`config.mk`:
```
export PLATFORM = sky130hd
export DESIGN_NAME = fsf_top
export DESIGN_NICKNAME = d
export VERILOG_FILES = /design/src/hdl/fsf_pkg.sv /design/src/hdl/fsf_edge_filter.sv /design/src/hdl/fsf_diag_seq.sv /design/src/hdl/fsf_top.sv
export VERILOG_INCLUDE_DIRS = /design/src /design/src/hdl
export SDC_FILE = /design/constraint.sdc
export NUM_CORES = 1
export LEC_CHECK = 0
export ABC_AREA = 1
export BUFFER_PORTS_ARGS = -buffer_cell sky130_fd_sc_hd__buf_2
export CORE_UTILIZATION = 35
export CTS_BUF_LIST = sky130_fd_sc_hd__clkbuf_8
export CTS_CLUSTER_SIZE = 25
export DETAILED_ROUTE_END_ITERATION = 7
export SLEW_MARGIN = 20
export SYNTH_ARGS = -nofsm -noshare
export SYNTH_HDL_FRONTEND = slang
export SYNTH_SLANG_ARGS = --single-unit
```
`constraint.sdc`:
```
create_clock -name clock -period 6.2 [get_ports clock]
set_input_delay 0.31 -clock clock [delete_from_list [all_inputs] [get_ports clock]]
set_output_delay 0.31 -clock clock [all_outputs]
set_load 0.005 [all_outputs]
```
`src/hdl/fsf_defs.svh`:
```
// Constants for the flywheel sensor filter and diagnosis block.
`ifndef FSF_DEFS_SVH
`define FSF_DEFS_SVH
`define FSF_CLK_MHZ 50
`define FSF_TMAX_US 200
`define FSF_TFIX_US 4
`define FSF_DIAG_MS 5
`define FSF_TMAX_CYC (`FSF_TMAX_US * `FSF_CLK_MHZ)
`define FSF_TFIX_CYC (`FSF_TFIX_US * `FSF_CLK_MHZ)
`define FSF_DIAG_CYC (`FSF_DIAG_MS * 1000 * `FSF_CLK_MHZ)
`define FSF_DIV_SHIFT 5
`define FSF_ADDR_CFG1 4'h1
`define FSF_ADDR_CFG5 4'h5
`define FSF_ADDR_CFG7 4'h7
`define FSF_ADDR_CTRL 4'h8
`define FSF_ADDR_STAT 4'h9
`define FSF_ADDR_IRQST 4'hA
`define FSF_ADDR_IRQEN 4'hB
`define FSF_ADDR_IRQCLR 4'hC
`define FSF_CFG1_LIMITED 0
`define FSF_CFG1_OPT_LO 1
`define FSF_CFG1_OPT_HI 2
`define FSF_CFG1_ENABLE 3
`define FSF_CFG5_HYST_LO 0
`define FSF_CFG5_HYST_HI 2
`define FSF_CFG5_FORCE 5
`define FSF_CFG7_FIXED 4
`define FSF_CTRL_DIAG 0
`define FSF_HYST_LOWEST 3'h0
`define FSF_HYST_MAX 3'h4
`define FSF_IRQ_DONE 0
`define FSF_IRQ_EDGE 1
`define FSF_IRQ_REFUSED 2
`endif

```
`src/hdl/fsf_pkg.sv`:
```
// Types shared by the flywheel sensor filter and diagnosis block.
`default_nettype none
package fsf_pkg;
   typedef struct packed
   {
      logic [3:0] addr;
      logic [7:0] wdata;
      logic wr;
      logic rd;
   } fsf_bus_t;
   typedef struct packed
   {
      logic sensor_absent;
      logic short_gnd;
      logic short_bat;
   } fsf_probe_t;
   typedef enum logic [1:0]
   {
      FSF_IDLE,
      FSF_RUN,
      FSF_DONE
   } fsf_diag_state_t;
endpackage
`default_nettype wire

```
`src/hdl/fsf_edge_filter.sv`:
```
// Edge filter: rising edges qualified by a hold time, falling edges passed then masked.
`default_nettype none
`include "fsf_defs.svh"
module fsf_edge_filter
   import fsf_pkg::*;
#(
   parameter int CW = 18
)
(
   input wire logic clock,
   input wire logic rst,
   input wire logic in_sq,
   input wire logic [CW-1:0] tfilt,
   input wire logic rise_filter,
   input wire logic fall_mask,
   input wire logic hold_low,
   output logic out_q,
   output logic rise_evt
);
   typedef struct packed
   {
      logic out;
      logic evt;
      logic [CW-1:0] cnt;
      logic masking;
   } fsf_ef_state_t;
   fsf_ef_state_t s, next_s;

   // Next state: a rising input must persist tfilt cycles; a fall passes at once.
   always_comb
   begin
      next_s = s;
      next_s.evt = 1'b0;
      if (hold_low)
      begin
         next_s = '0;
      end
      else if (s.masking)
      begin
         if (s.cnt >= tfilt)
         begin
            next_s.masking = 1'b0;
            next_s.cnt = '0;
         end
         else
         begin
            next_s.cnt = s.cnt + 1'b1;
         end
      end
      else if (!s.out)
      begin
         if (!in_sq)
         begin
            next_s.cnt = '0;
         end
         else if (!rise_filter || s.cnt >= tfilt)
         begin
            next_s.out = 1'b1;
            next_s.evt = 1'b1;
            next_s.cnt = '0;
         end
         else
         begin
            next_s.cnt = s.cnt + 1'b1;
         end
      end
      else if (!in_sq)
      begin
         next_s.out = 1'b0;
         next_s.masking = fall_mask;
         next_s.cnt = '0;
      end
   end

   always_ff @(posedge clock or posedge rst)
   begin
      if (rst)
         s <= '0;
      else
         s <= next_s;
   end

   assign out_q = s.out;
   assign rise_evt = s.evt;
endmodule
`default_nettype wire

```
`src/hdl/fsf_diag_seq.sv`:
```
// Sensor diagnosis sequencer with a minimum run time.
`default_nettype none
`include "fsf_defs.svh"
module fsf_diag_seq
   import fsf_pkg::*;
#(
   parameter int DIAG_CYC = `FSF_DIAG_CYC
)
(
   input wire logic clock,
   input wire logic rst,
   input wire logic start,
   input wire fsf_pkg::fsf_probe_t probe,
   output logic busy,
   output logic done,
   output logic result,
   output logic status
);
   typedef struct packed
   {
      fsf_diag_state_t st;
      logic [23:0] cnt;
      logic res;
      logic sts;
      logic dn;
   } fsf_dg_state_t;
   fsf_dg_state_t s, next_s;

   // Sequencer: run the probes for the full time, then store the outcome last.
   always_comb
   begin
      next_s = s;
      next_s.dn = 1'b0;
      case (s.st)
         FSF_IDLE:
         begin
            if (start)
            begin
               next_s.st = FSF_RUN;
               next_s.cnt = '0;
            end
         end
         FSF_RUN:
         begin
            if (s.cnt >= 24'(DIAG_CYC - 1))
               next_s.st = FSF_DONE;
            else
               next_s.cnt = s.cnt + 24'h000001;
         end
         FSF_DONE:
         begin
            // Result is the fault verdict; status says the sensor is usable.
            next_s.res = probe.sensor_absent | probe.short_gnd | probe.short_bat;
            next_s.sts = ~(probe.sensor_absent | probe.short_gnd | probe.short_bat);
            next_s.dn = 1'b1;
            next_s.st = FSF_IDLE;
         end
         default:
            next_s.st = FSF_IDLE;
      endcase
   end

   always_ff @(posedge clock or posedge rst)
   begin
      if (rst)
         s <= '0;
      else
         s <= next_s;
   end

   assign busy = (s.st != FSF_IDLE);
   assign done = s.dn;
   assign result = s.res;
   assign status = s.sts;
endmodule
`default_nettype wire

```
`src/hdl/fsf_top.sv`:
```
// Flywheel sensor filter, hysteresis control and diagnosis, top level.
//
// Contract
// - Option code picks hysteresis feedback source.
// - Codes 10/11 filter rises, mask falls.
// - Fixed-filter bit gives 4 us filter.
// - Limited mode holds filter at 4 us.
// - Limited mode keeps hysteresis at or above minimum unless forced.
// - Force bit drives hysteresis to lowest.
// - No diagnosis in limited mode.
// - Diagnosis checks presence and shorts.
// - Diagnosis suspends normal processing and output.
// - Diagnosis lasts at least 5 ms.
// - Last step stores result and status.
// - New request reruns and overwrites results.
// - Adaptive filter is period over 32.
// - Rise needs hold time; fall passes, masks.
// - Filter resets to 200 us maximum.
`default_nettype none
`include "fsf_defs.svh"
module fsf_top
   import fsf_pkg::*;
#(
   parameter int CW = 18,
   parameter int DIAG_CYC = `FSF_DIAG_CYC
)
(
   input wire logic clock,
   input wire logic rst,
   input wire logic [3:0] reg_addr,
   input wire logic [7:0] reg_wdata,
   input wire logic reg_wr,
   input wire logic reg_rd,
   output logic [7:0] reg_rdata,
   input wire logic sensor_sq,
   input wire fsf_pkg::fsf_probe_t probe,
   input wire logic [2:0] amp_hyst,
   output logic [2:0] hyst_level,
   output logic hyst_feedback,
   output logic sensor_out,
   output logic diag_mode,
   output logic irq
);
   import fsf_pkg::*;

   typedef struct packed
   {
      logic [2:0] sync;
      logic [7:0] cfg1;
      logic [7:0] cfg5;
      logic [7:0] cfg7;
      logic [2:0] irq_st;
      logic [2:0] irq_en;
      logic [7:0] rdata;
      logic [CW-1:0] per_cnt;
      logic [CW-1:0] tadapt;
      logic have_edge;
      logic out;
      logic [2:0] hyst;
      logic fb;
      logic was_busy;
      logic enable_d;
      logic clean;
      logic [23:0] diag_len;
   } fsf_top_state_t;
   fsf_top_state_t s, next_s;

   fsf_bus_t bus;
   logic filt_out;
   logic rise_evt;
   logic diag_busy;
   logic diag_done;
   logic diag_result;
   logic diag_status;
   logic diag_start;
   logic [CW-1:0] tfilt;
   logic [1:0] opt;
   logic limited;
   logic enable;
   logic restart;
   logic in_clean;
   logic probe_fault;

   // Clamp helper used for both adaptive limits.
   function automatic logic [CW-1:0] fsf_clamp(input logic [CW-1:0] v);
      if (v > CW'(`FSF_TMAX_CYC))
         fsf_clamp = CW'(`FSF_TMAX_CYC);
      else if (v < CW'(`FSF_TFIX_CYC))
         fsf_clamp = CW'(`FSF_TFIX_CYC);
      else
         fsf_clamp = v;
   endfunction

   assign bus = '{addr: reg_addr, wdata: reg_wdata, wr: reg_wr, rd: reg_rd};
   assign opt = s.cfg1[`FSF_CFG1_OPT_HI:`FSF_CFG1_OPT_LO];
   assign limited = s.cfg1[`FSF_CFG1_LIMITED];
   assign enable = s.cfg1[`FSF_CFG1_ENABLE];
   // Input counts only when the last two sync stages agree; else the last agreed level holds.
   assign in_clean = (s.sync[2] == s.sync[1]) ? s.sync[1] : s.clean;
   // Any probe comparator that trips makes the diagnosis a fault.
   assign probe_fault = probe.sensor_absent | probe.short_gnd | probe.short_bat;
   assign restart = (enable && !s.enable_d) || (s.was_busy && !diag_busy);
   // Fixed filter wins over the adaptive value in either configuration.
   assign tfilt = (limited || s.cfg7[`FSF_CFG7_FIXED]) ? CW'(`FSF_TFIX_CYC)
                  : s.tadapt;
   // A diagnosis request in limited mode is refused.
   assign diag_start = bus.wr && bus.addr == `FSF_ADDR_CTRL
                       && bus.wdata[`FSF_CTRL_DIAG] && !limited && !diag_busy;

   fsf_edge_filter #(.CW(CW)) u_filter (
      .clock(clock),
      .rst(rst),
      .in_sq(in_clean),
      .tfilt(tfilt),
      .rise_filter(opt[1]),
      .fall_mask(opt[1]),
      .hold_low(diag_busy || !enable),
      .out_q(filt_out),
      .rise_evt(rise_evt)
   );

   fsf_diag_seq #(.DIAG_CYC(DIAG_CYC)) u_diag (
      .clock(clock),
      .rst(rst),
      .start(diag_start),
      .probe(probe),
      .busy(diag_busy),
      .done(diag_done),
      .result(diag_result),
      .status(diag_status)
   );

   // Main next-state logic: registers, period measurement, hysteresis, events.
   always_comb
   begin
      next_s = s;
      next_s.sync = {s.sync[1:0], sensor_sq};
      // Remember the last level on which the last two stages agreed.
      next_s.clean = in_clean;
      // Length of the running diagnosis, watched by the minimum-time check.
      next_s.diag_len = diag_busy ? s.diag_len + 24'h000001 : 24'h000000;
      next_s.was_busy = diag_busy;
      next_s.enable_d = enable;
      next_s.rdata = 8'h00;
      // Register writes.
      if (bus.wr)
      begin
         case (bus.addr)
            `FSF_ADDR_CFG1: next_s.cfg1 = bus.wdata;
            `FSF_ADDR_CFG5: next_s.cfg5 = bus.wdata;
            `FSF_ADDR_CFG7: next_s.cfg7 = bus.wdata;
            `FSF_ADDR_IRQEN: next_s.irq_en = bus.wdata[2:0];
            `FSF_ADDR_IRQCLR: next_s.irq_st = s.irq_st & ~bus.wdata[2:0];
            default: next_s.rdata = 8'h00;
         endcase
      end
      // Register reads, answered in the next cycle; unmapped reads return zero.
      if (bus.rd)
      begin
         case (bus.addr)
            `FSF_ADDR_CFG1: next_s.rdata = s.cfg1;
            `FSF_ADDR_CFG5: next_s.rdata = s.cfg5;
            `FSF_ADDR_CFG7: next_s.rdata = s.cfg7;
            `FSF_ADDR_STAT: next_s.rdata = {4'h0, s.out, diag_busy, diag_status, diag_result};
            `FSF_ADDR_IRQST: next_s.rdata = {5'h00, s.irq_st};
            `FSF_ADDR_IRQEN: next_s.rdata = {5'h00, s.irq_en};
            default: next_s.rdata = 8'h00;
         endcase
      end
      // Period measurement between qualified rises; restart drops back to maximum.
      if (restart)
      begin
         next_s.tadapt = CW'(`FSF_TMAX_CYC);
         next_s.per_cnt = '0;
         next_s.have_edge = 1'b0;
      end
      else if (rise_evt)
      begin
         if (s.have_edge && !limited)
            next_s.tadapt = fsf_clamp(s.per_cnt >> `FSF_DIV_SHIFT);
         next_s.per_cnt = '0;
         next_s.have_edge = 1'b1;
      end
      else if (s.per_cnt != {CW{1'b1}})
      begin
         next_s.per_cnt = s.per_cnt + 1'b1;
      end
      // Output is frozen low while diagnosing.
      next_s.out = filt_out && !diag_busy;
      // Feedback source: comparator for 00/10, filtered output for 01/11.
      next_s.fb = opt[0] ? filt_out : in_clean;
      // Hysteresis: force wins; limited mode floors at the programmed minimum.
      if (s.cfg5[`FSF_CFG5_FORCE])
         next_s.hyst = `FSF_HYST_LOWEST;
      else if (limited && amp_hyst < s.cfg5[`FSF_CFG5_HYST_HI:`FSF_CFG5_HYST_LO])
         next_s.hyst = s.cfg5[`FSF_CFG5_HYST_HI:`FSF_CFG5_HYST_LO];
      else
         next_s.hyst = amp_hyst;
      // Sticky events; a new event wins over a clear in the same cycle.
      if (diag_done)
         next_s.irq_st[`FSF_IRQ_DONE] = 1'b1;
      if (rise_evt)
         next_s.irq_st[`FSF_IRQ_EDGE] = 1'b1;
      if (bus.wr && bus.addr == `FSF_ADDR_CTRL && bus.wdata[`FSF_CTRL_DIAG] && limited)
         next_s.irq_st[`FSF_IRQ_REFUSED] = 1'b1;
   end

   always_ff @(posedge clock or posedge rst)
   begin
      if (rst)
      begin
         s <= '0;
         s.tadapt <= CW'(`FSF_TMAX_CYC);
      end
      else
      begin
         s <= next_s;
      end
   end

   assign reg_rdata = s.rdata;
   assign sensor_out = s.out;
   assign hyst_level = s.hyst;
   assign hyst_feedback = s.fb;
   assign diag_mode = diag_busy;
   assign irq = |(s.irq_st & s.irq_en);
endmodule
`default_nettype wire

```
Yosys cells after proc, flatten, opt, wreduce, memory -nomap -nowiden
Index checks and enable logic that the tools add are counted.
{ "op_classes": {"reduce_logical": 42, "mux": 41, "n_addsub": 3, "magnitude_cmp": 5, "bitwise_logic": 6, "eq_ne": 17} }
{ "ops": {"columns": ["cell", "count"], "rows": [
  ["$mux 18", 9],
  ["$mux 19", 3],
  ["$pmux 24 s2", 1],
  ["$pmux 8 s6", 1],
  ["$mux 37", 1],
  ["$add 18x1->18 const B", 2],
  ["$mux 26", 1],
  ["$add 24x1->24 const B", 1],
  ["$ge 24x18->1 const B", 1],
  ["$mux 24", 1],
  ["$mux 21", 1],
  ["$eq 4x4->1 const B", 5],
  ["$reduce_bool 2->1", 10],
  ["$ge 18x18->1", 1],
  ["$ne 18x18->1 const B", 1],
  ["$reduce_and 2->1", 9],
  ["$gt 13x14->1 const B", 1],
  ["$mux 14", 1],
  ["$lt 13x8->1 const B", 1],
  ["$mux 13", 1],
  ["$mux 3", 4],
  ["$mux 1", 11],
  ["$logic_and 1x1->1", 10],
  ["$eq 4x3->1 const B", 2],
  ["21 further kinds", 35]
]} }
{ "word_totals": {"register_bits": 136, "out_inout_bits": 15} }

Logic depth before layout (Yosys ltp)
Gate-level depths: netlist (run 1).
{ "logic_depth": {"depth_word": 9, "depth_mapped": 19} }

Modules after synthesis
A second synthesis (run 1) with hierarchy kept.
{ "unflattened": {"hier_cells": 994, "hier_area_um2": 7576.0} }
{ "by_module_without_submodules": {"columns": ["mod", "instances", "cells_each", "area_each_um2"], "rows": [
  ["fsf_top", 1, 478, 3965.1],
  ["fsf_edge_filter", 1, 276, 1909.3],
  ["fsf_diag_seq", 1, 240, 1701.6]
]} }

Least setup slack after synthesis (run 1)
Ideal clock, no wire load.
{ "synth_path": {"kind": "reg2reg", "start": "register s, in the netlist limited", "end": "register u_filter.s[9] (netlist name)", "path_buffers": 3, "path_stages_with_launch": 19, "arrival_time_ns": 2.231, "slack_ns": 3.852, "setup_ns": 0.116, "synth_period_minus_slack_ns": 2.348, "path_cell_list": "dfrtp_1 clkbuf_1 nor2_1 clkbuf_1 nand2_1 ha_1 nand2_1 nor2_1 nand2_1 nand3_1 nand2_1 nand2_1 nand2_1 and2_1 nand2_1 o21ai_2 buf_4 nand2_1 nand2_1"} }
{ "synth_between": {"elab_chain_cells": 9, "elab_cells_between_ends": 10} }
{ "synth_rtl": {"columns": ["item", "line", "text"], "rows": [
  ["start, declared", "fsf_top.sv:66", "fsf_top_state_t s, next_s;"],
  ["start signal, assigned", "fsf_top.sv:217", "s <= next_s;"],
  ["$logic_or 1x1->1 (*)", "fsf_top.sv:104", "assign tfilt = (limited || s.cfg7[`FSF_CFG7_FIXED]) ? CW'(`FSF_TFIX_CYC)"],
  ["$mux 18 (*)", "fsf_top.sv:104", null],
  ["$ge 18x18->1 (*)", "fsf_edge_filter.sv:40, fsf_edge_filter.sv:56", null],
  ["$logic_or 1x1->1", "fsf_edge_filter.sv:56", "else if (!rise_filter || s.cnt >= tfilt)"],
  ["$mux 18", "fsf_edge_filter.sv:56", null],
  ["$mux 18", "fsf_edge_filter.sv:52", "if (!in_sq)"],
  ["$mux 18", "fsf_edge_filter.sv:50", "else if (!s.out)"],
  ["$mux 19 (*)", "fsf_edge_filter.sv:38", "else if (s.masking)"],
  ["$mux 21 (*)", "fsf_edge_filter.sv:34", "if (hold_low)"],
  ["end signal, assigned", "fsf_edge_filter.sv:80", "s <= next_s;"],
  ["end, declared", "fsf_edge_filter.sv:27", "fsf_ef_state_t s, next_s;"]
]} }
Every way passes the cells marked *; elsewhere a longest branch is shown, timed or not.
A chain may end at the register's enable or synchronous reset.

Worst setup path in the final report (run 1)
{ "layout_path": {"start": "register s, in the netlist limited", "end": "register u_filter.s[2] (netlist name)"} }
The elaborated chain is that of the path after synthesis.

==> results summary, run 1 <==
For this run, the detailed router's first-pass iteration total came to 5. Max-cap violations in this run came to 0. The maximum level of the CTS H-tree came out at 4.

Before CTS, the worst setup slack after placement is approximately 3.3 ns. Cells with a size suffix above 1 make up 11.22% of the layout. The count of inserted antenna diode cells is 0.

The horizontal die dimension came out at 142.9 µm. The worst register-to-register path has a depth of 15. The setup-violating endpoint count in the final report came out at 0.

The synthesized design devotes to its leading area cell type 45.72% of total area. The final period utilization came out at 46.25%. The overall via count from detail_route is 5,614. The via density per instance is roughly 4.7.

The post-synthesis sequential area ratio came out at between 40% and 50%. By area the synthesized netlist is led by dfrtp_1 (46%), nand2_1 (13%), inv_1 (5.7%), nor2_1 (5.0%), nand3_1 (4.2%). The master of the slowest instance on the critical path is o21ai_2. The total global routing overflow is 0. The overall die area is 20,430 µm². The clock network latency to the later pin of the worst-skew pair came out at 0.46 ns. The core region is 19,460 µm².

The worst hold path passes through 3 cells. Counting the buffers created by CTS gives 17. In the final timing run, aggregate negative setup slack is 0 ns.

The number of placed cells counting well taps came out at around 1,100. The via count of the first global-routing pass came out at 5,288. The number of primary I/O pins is 38. Static timing analysis puts the maximum clock frequency at ~350 MHz.

The number of port buffers came out at 37. The worst slew slack as a fraction of its limit is 42.97%. Yosys mapped a number of flops with a built-in enable equal to 0. The number of buffers on the longest clock path is 2. Setup repair after global routing left no endpoint under its margin. The kind of path behind the tightest hold check is input port to register.

dfrtp_1 takes more of the synthesized area than any other cell. For this run, asynchronously set or reset flops after synthesis account for 100.0%. The number of gates resized after cts is 0. The delay of the slowest cell on the worst path came out at 0.54 ns. The starting density of the core is 35.71%. The die is 142.9 µm tall. The layout overhead on the synthesized area is 11.47%. The setup slack of the critical path after layout is 3.333 ns. The clock-pin transition on the worst setup and hold timing paths is 0.10 ns. The minimum hold slack came out at between 0.07 and 0.08 ns. The final-report hold violation count is 0. The net count of the mapped netlist is 913. The run finished with clean final reports.

The kind of critical path is register to register. The standby leakage power came out at 3.755 nW. After synthesis the cells add up to 6950 µm². Entering global routing, the biggest net connects 70 pins.

The routability congestion estimate is 0.8433. The count of nets left with antenna violations once routing finished came out at 0. Across all register-to-register paths, the minimum setup slack is 3.33 ns. The endpoint kind of the worst setup timing path is a register. The total global routing track utilization is 16.23%. The kind of start point of the critical path is a register. Counting stages on the worst path, the most repeated cell is nand2_1. The data required time at the worst endpoint is roughly 6.6 ns. The minimum clock period after layout came out at 2.867 ns. Dividing the synthesized area by the synthesized cell count gives 7.980 µm². Traced cell by cell, the critical path runs through nor2_1, inv_1, nor2_1, ha_1, nand2_1, nor2_1, nand2_1, nand3_1, nand2_1, nand2_1, nand2_1, nand4_1, o21ai_2, nand2_1, nand2_1. The count of non-filler cells in the finished layout is between 1,000 and 1,500.

Yosys printed 0 warnings. The most used flip-flop cell after synthesis is dfrtp_1. The number of pins exceeding their max-slew limit in the final report is 0. In this run, the number of DRC markers left after iteration 0 of detailed routing was 351. Dividing the detail-routed wire length by the instance count gives 12.71 µm.

The first global-routing pass estimated 25.93 mm of wire. The post-synthesis register bit count came out at between 100 and 150. For this run, design rule violations remaining after detail routing come to 0. The clock tree from TritonCTS is yes.

The initial antenna violation count came to 0. In this run, distinct cell masters in the synthesized netlist total 54. The data arrival at the endpoint of the critical path is between 3 and 4 ns.

The post-DP HPWL is 10.64 mm. The row count came out at between 50 and 60. The final wirelength came out at between 15 and 20 mm.

Power comes to 0.001966 W. The number of instances in the synthesized netlist came out at slightly below 900. Along the worst path, the maximum fanout reaches 15. The actual slew at the worst max-slew pin is 0.8555 ns. The power per standard cell area came out at 253.7 nW/µm². The setup skew after layout is roughly 0.02 ns.

The tree is rooted in a clkbuf_8. Counting every sink on the clock net gives 132. The total number of nets in the final design came out at 947.

VDD sags by at most 134.4 µV.
-- state kept, by name, summed over array words and instances, names as in the netlist, 2 cells and up --
register	flops
s	63
u_diag.s	26
u_filter.s	19
reg_rdata	8
hyst_level	3
next_s	2
opt	2
-- cells in the mapped netlist (3+ instances only) --
cell and number:
a211oi_1 4, a21oi_1 25, a31oi_1 5, a41oi_1 3
and2_1 3, buf_4 14, clkbuf_1 7, clkinv_1 3
dfrtp_1 127, dfstp_2 5, ha_1 19, inv_1 106
nand2_1 234, nand2_2 4, nand3_1 58, nand3b_1 3
nand4_1 11, nor2_1 93, nor2_2 6, nor3_1 15
nor3_2 3, nor3b_1 4, nor4_1 3, o21ai_0 51
o21ai_1 5, o21bai_1 4, o22ai_1 5, xor2_1 19
-- layout by cell type (no fill, tap or decap), types with 4 or more instances in the layout --
master    synthesis  final
o21ai_0          51     51
a21oi_1          25     25
inv_6             0      5
inv_1           106    105
nor3_1           15     15
clkbuf_8          0     18
nand2_1         234    234
nor3b_1           4      4
o21ai_1           5      5
dfstp_2           5      5
buf_2             1     37
nand2_2           4      4
xor2_1           19     19
a211oi_1          4      4
a31oi_1           5      5
dfrtp_1         127    127
o21bai_1          4      4
o22ai_1           5      5
nand4_1          11     11
nand3_1          58     58
ha_1             19     19
nor2_2            6      6
nor2_1           93     93
-- cell type report --
type                            count  area [µm²]
Fill cell                        1986       11720
Inverter                          111       421.7
Timing Repair Buffer               40       212.7
Clock inverter                     14       167.7
Sequential cell                   132        3309
Tap cell                          265       331.6
Clock buffer                       18       247.7
Multi-Input combinational cell    603        3057
-- what timing repair did --
item                                   CTS  global route
hold buffers                             2             0
setup buffers                            0             0
endpoints found under the hold margin   60             0
-- kinds of logic (layout without fill, tap and decap cells) --
| group | after synthesis | after routing | synth area share, % |
|---|---|---|---|
| simple gates | 446 | 446 | 28.01 |
| fa+ha+maj | 19 | 19 | 3.420 |
| compound gates | 119 | 119 | 10.15 |
| xor+xnor | 19 | 19 | 2.394 |
| buf+inv | 136 | 183 | 8.407 |
| flops | 132 | 132 | 47.61 |
-- power breakdown --
part           switching [W]  leakage (nW)  internal [W]
Clock               0.000389         0.210      0.000382
Sequential         0.0000453          1.73      0.000926
Combinational       0.000144          1.82     0.0000799
-- final timing paths --
path                            endpoint          from
max reg2reg                u_filter.s[2]       limited
max                        u_filter.s[2]       limited
min reg2reg                  next_s[109]   next_s[108]
max in group asynchronous          s[87]           rst
min in group asynchronous   u_diag.s[11]           rst
min                                s[79]  reg_wdata[2]
-- worst max-delay path: cells and delay by family (launching register included) --
kind | cells | cell delay (ns)
buffers and inverters | 1 | 0.19
AO/OA/AOI/OAI | 1 | 0.54
adder cells (fa/ha/maj) | 1 | 0.25
AND/OR/NAND/NOR | 12 | 1.37
flip-flops | 1 | 0.47
-- per-stage QoR --
step	area, µm²	utilization (%)
3_5_place_dp	7312	37.57
3_3_place_gp	7312	37.57
6_report	7747	39.81
2_1_floorplan	6950	-
5_1_grt	7747	39.81
4_1_cts	7747	39.81
-- layer usage --
layer	GRT usage (%)	vias up	wire [µm]
met5	0	-	0
met4	5.716	0	187
met3	3.454	11	457
met2	24.83	87	6757
met1	22.56	2640	7638
li1	-	2876	-
(Power assumes the default switching activity.)
==> run 2: changes to the inputs <==
- ABC_AREA: 1 -> 0
- clock period: 6.2 -> 2.7 ns (I/O delays scaled with it)
==> results summary, run 2 <==
The minimum clock period after layout came out at about 2.5 ns. The delay of the slowest cell on the worst path is about 0.45 ns. The number of fill cells is about 1,900. Using the TritonRoute via totals, the vias-per-cell ratio works out to 5.389. For this block, the routed nets add up to 14.67 mm of wire.

The number of primary I/O pins came out at 38. The reg-to-reg critical path startpoint is s[87]. The power share of the sequential group is a little under half. The slack of the worst reg-to-reg path came out at ~0.20 ns.

The flow ran to the end, and the final reports show no timing, DRC or antenna violations. The instance count along the most critical hold path is 2. The initial detailed-routing violation count is 376. Of the total synthesized cell area, the portion taken by AND, OR, NAND and NOR gates is between 20% and 30%. In this run the tightest slew margin relative to its limit is 38.36%. Among all stages on the critical path, the largest delay is contributed by dfrtp_1. The number of sinks handled by clock tree synthesis came out at 132. The post-synthesis adder-cell area fraction is 3.725%. The worst setup path is of the register to register kind. Clock skew on the completed layout was measured at 0.01321 ns. The largest registers in the layout are s (63), u_diag.s (26), u_filter.s (19). The wire length of the first global-routing pass is 24.76 mm. The setup-violating endpoint count in the final report came out at 0.

The antenna violation net count after detailed routing came out at 0. For this design the static power due to leakage is 3.394 nW. The initial antenna violation count is 0. Walking the worst path, the cells encountered are nor2_1, buf_4, nand2_1, ha_1, nand4_1, or3_1, a31o_4, a31oi_1, o221a_2. Summed over its instances, the top area cell type makes up 47.79% of the synthesized netlist area. The data required time at the worst endpoint is between 3 and 4 ns. In this run the deepest clock path goes through 2 buffers. TritonCTS built the clock tree.

The post-DP HPWL is about 10 mm. Of the total power, the share spent switching nets is 31.40%. Setup repair after global routing left no endpoint under its margin. The biggest area contributor in the post-synthesis netlist is dfrtp_1. For the pin with the worst max-slew slack, the measured transition is 0.9191 ns. The length in cells of the worst reg-to-reg path came out at 9.

The data arrival at the endpoint of the critical path is between 2 and 3 ns. The post-CTS setup buffer count is 0. The total overflow left after global routing is 0. The total global routing track utilization came out at 15.85%. The endpoint kind of the worst setup timing path is a register. The maximum level of the CTS H-tree came out at 4. The worst setup path is launched from a register. By area the synthesized netlist is led by dfrtp_1 (48%), nand2_1 (4.9%), mux2_2 (4.7%), ha_1 (3.6%), nor2_1 (3.0%).

The post-synthesis register bit count came out at 132. The share of total power in the clock network came out at approximately a third. The distinct cell type count after synthesis came out at 60. The post-synthesis mux area share is 5.945%. The number of placed instances, taps included, is just over 900. In this run the clock root is driven by a clkbuf_8. The maximum net fanout on the critical path came out at 17. In this run the critical register-to-register path is captured at u_filter.out_q.

Across the VDD grid, the largest voltage drop is a little under 300 µV. The horizontal die dimension is 139.8 µm. The maximum clock frequency is 400.4 MHz. The xor-xnor portion of the synthesized cell area came out at 1.317%. The final period utilization came out at 92.50%. The utilization after layout is 41.13%. The logic gate share of total power came out at 20.0%. The routed layout has around 5,200 vias. The net count of the mapped netlist is between 700 and 800. Leaving out fill and tap cells, the most frequent cell in the layout is dfrtp_1. In the synthesized netlist the dominant register cell turns out to be dfrtp_1.

Internal power comes to 0.003688 W. The worst hold path terminates at s[93]. The beginning of the worst hold path is reg_wdata[2].

The summed negative setup slack over all endpoints came out at 0 ns. The region available for standard cell placement spans 18,640 µm². The fraction of final layout cells sized beyond drive strength 1 came out at between 10% and 20%. s holds more flip-flops than any other register. The synthesized netlist devotes 14.11% of its cell area to compound gates.

The row count came out at 50. The post-route DRC violation count came out at 0. In the layout the commonest cells are dfrtp_1 (127), nand2_1 (87), nor2_1 (53).

The worst hold path belongs to the class input port to register. The combinational family with the most area after synthesis is simple AND/OR/NAND/NOR gates. The async set-or-reset flop fraction in the synthesized netlist came out at 100.0%. The layout overhead on the synthesized area is 15.32%. The number of warnings printed during yosys synthesis came out at 0.

The count of non-filler cells in the finished layout is 965. The overall die area came out at 19,560 µm². The synthesized cell area is 6650 µm². The total of max-cap violations came out at 0. The number of instances in the synthesized netlist is 665.

After synthesis, the most frequently instantiated cells are dfrtp_1 (127), nand2_1 (87), nor2_1 (53). For the worst-skew pair, the clock arrives at the later sink with an insertion delay of 0.45 ns. The register with the most flip-flops in the layout has 63 of them. The post-synthesis sequential area ratio is 49.76%. The leading cell type by number of instances after synthesis is dfrtp_1. The die is 139.8 µm tall. The count of inserted antenna diode cells is 0.

The mean instance size in the synthesized netlist came out at 10.00 µm². The power per standard cell area came out at between 700 and 800 nW/µm². The multi-input combinational cell area came out at 3134 µm². The number of synthesized flops with an enable pin is 0. The maximum number of pins on one net before global-route repair is 105. The number of pins exceeding their max-slew limit in the final report is 0. The number of CTS-inserted buffers is 17.

Before antenna repair, the detailed router went through 6 iterations. The final-report hold violation count is 0. Summed over all nets, the switching power comes to 0.001689 W. The clock-pin transition on the worst setup and hold timing paths is 0.08 ns. The area used by sequential logic in the layout is 3309 µm². During placement, the flow inserted port buffers numbering 37. The total number of nets in the final design is 761.

Dividing the detail-routed wire length by the instance count gives around 15 µm. The via count of the first global-routing pass came out at 4,930. The routability congestion estimate is 0.7963. The starting density of the core is approximately 36%.
-- run 2: changes by cell type after synthesis, moves of 11 or more --
cell     delta
and2_1     +11
inv_1      -93
mux2_2     +28
nand2_1   -147
nand3_1    -30
nand4_1    +12
nor2_1     -40
o21ai_0    -28
xor2_1     -12
-- run 2: through the flow --
step                      power, W  hold slack (ns)  worst slack [ns]  area (µm²)
final                     0.005377          0.03542            0.2024        7669
after global routing      0.005686         0.004197           0.04019        7669
after CTS                 0.005438         0.002470            0.1406        7654
after detailed placement  0.003650           0.2505            0.1613        7107
after global placement    0.003625           0.2491            0.2133        7107
after floorplan           0.003268           0.1664           0.01751        6654
-- run 2: cells by family after synthesis --
family | after synthesis
xor+xnor | 10
fa+ha+maj | 20
compound gates | 132
mux | 36
buf+inv | 46
flops | 132
simple gates | 289
-- run 2: worst max-delay path by stage --
stage / startpoint / end / slack (ns) / cells past startpoint
final: s[87] / u_filter.out_q / 0.20 / 9
after CTS: s[87] / u_filter.out_q / 0.14 / 9
after global placement: s[87] / u_filter.out_q / 0.21 / 9
after floorplan: limited / u_filter.out_q / 0.02 / 10
after detailed placement: s[87] / u_filter.out_q / 0.16 / 9
after global routing: s[87] / u_filter.out_q / 0.04 / 9
-- run 2: final cells by class --
type | instances | share of cell area (%)
clock buffer | 19 | 3.410
tap | 234 | 3.818
clock inverter | 12 | 2.023
multi-input combinational | 487 | 40.87
timing repair buffer | 68 | 6.037
inverter | 13 | 0.6853
sequential | 132 | 43.16
-- run 2: critical path: cells and delay by family (launching register included) --
| kind | cells | cell delay (ns) |
|---|---|---|
| AOI/OAI and AO/OA | 3 | 0.70 |
| adders and majority gates | 1 | 0.30 |
| buffers and inverters | 1 | 0.20 |
| DFF | 1 | 0.45 |
| and+or+nand+nor | 4 | 0.78 |
-- run 2: power groups by stage --
stage	Clock (W)	Sequential (W)	Combinational, W
2_1_floorplan	0	0.00250	0.000770
3_3_place_gp	0	0.00258	0.00105
3_5_place_dp	0	0.00258	0.00107
4_1_cts	0.00181	0.00254	0.00109
5_1_grt	0.00188	0.00259	0.00122
6_report	0.00175	0.00255	0.00108
-- run 2: routing by layer --
metal,vias up,global-route usage (%),share of wire (%)
li1,2554,-,-
met1,2531,21.29,49
met2,97,25.03,46
met3,18,3.372,3.4
met4,0,5.957,1.5
met5,-,0,0
-- run 2: timing repair --
item	4_1_cts	5_1_grt
setup endpoints to repair	0	14
resized for setup	0	2
hold endpoints to repair	149	0
hold buffers	13	0
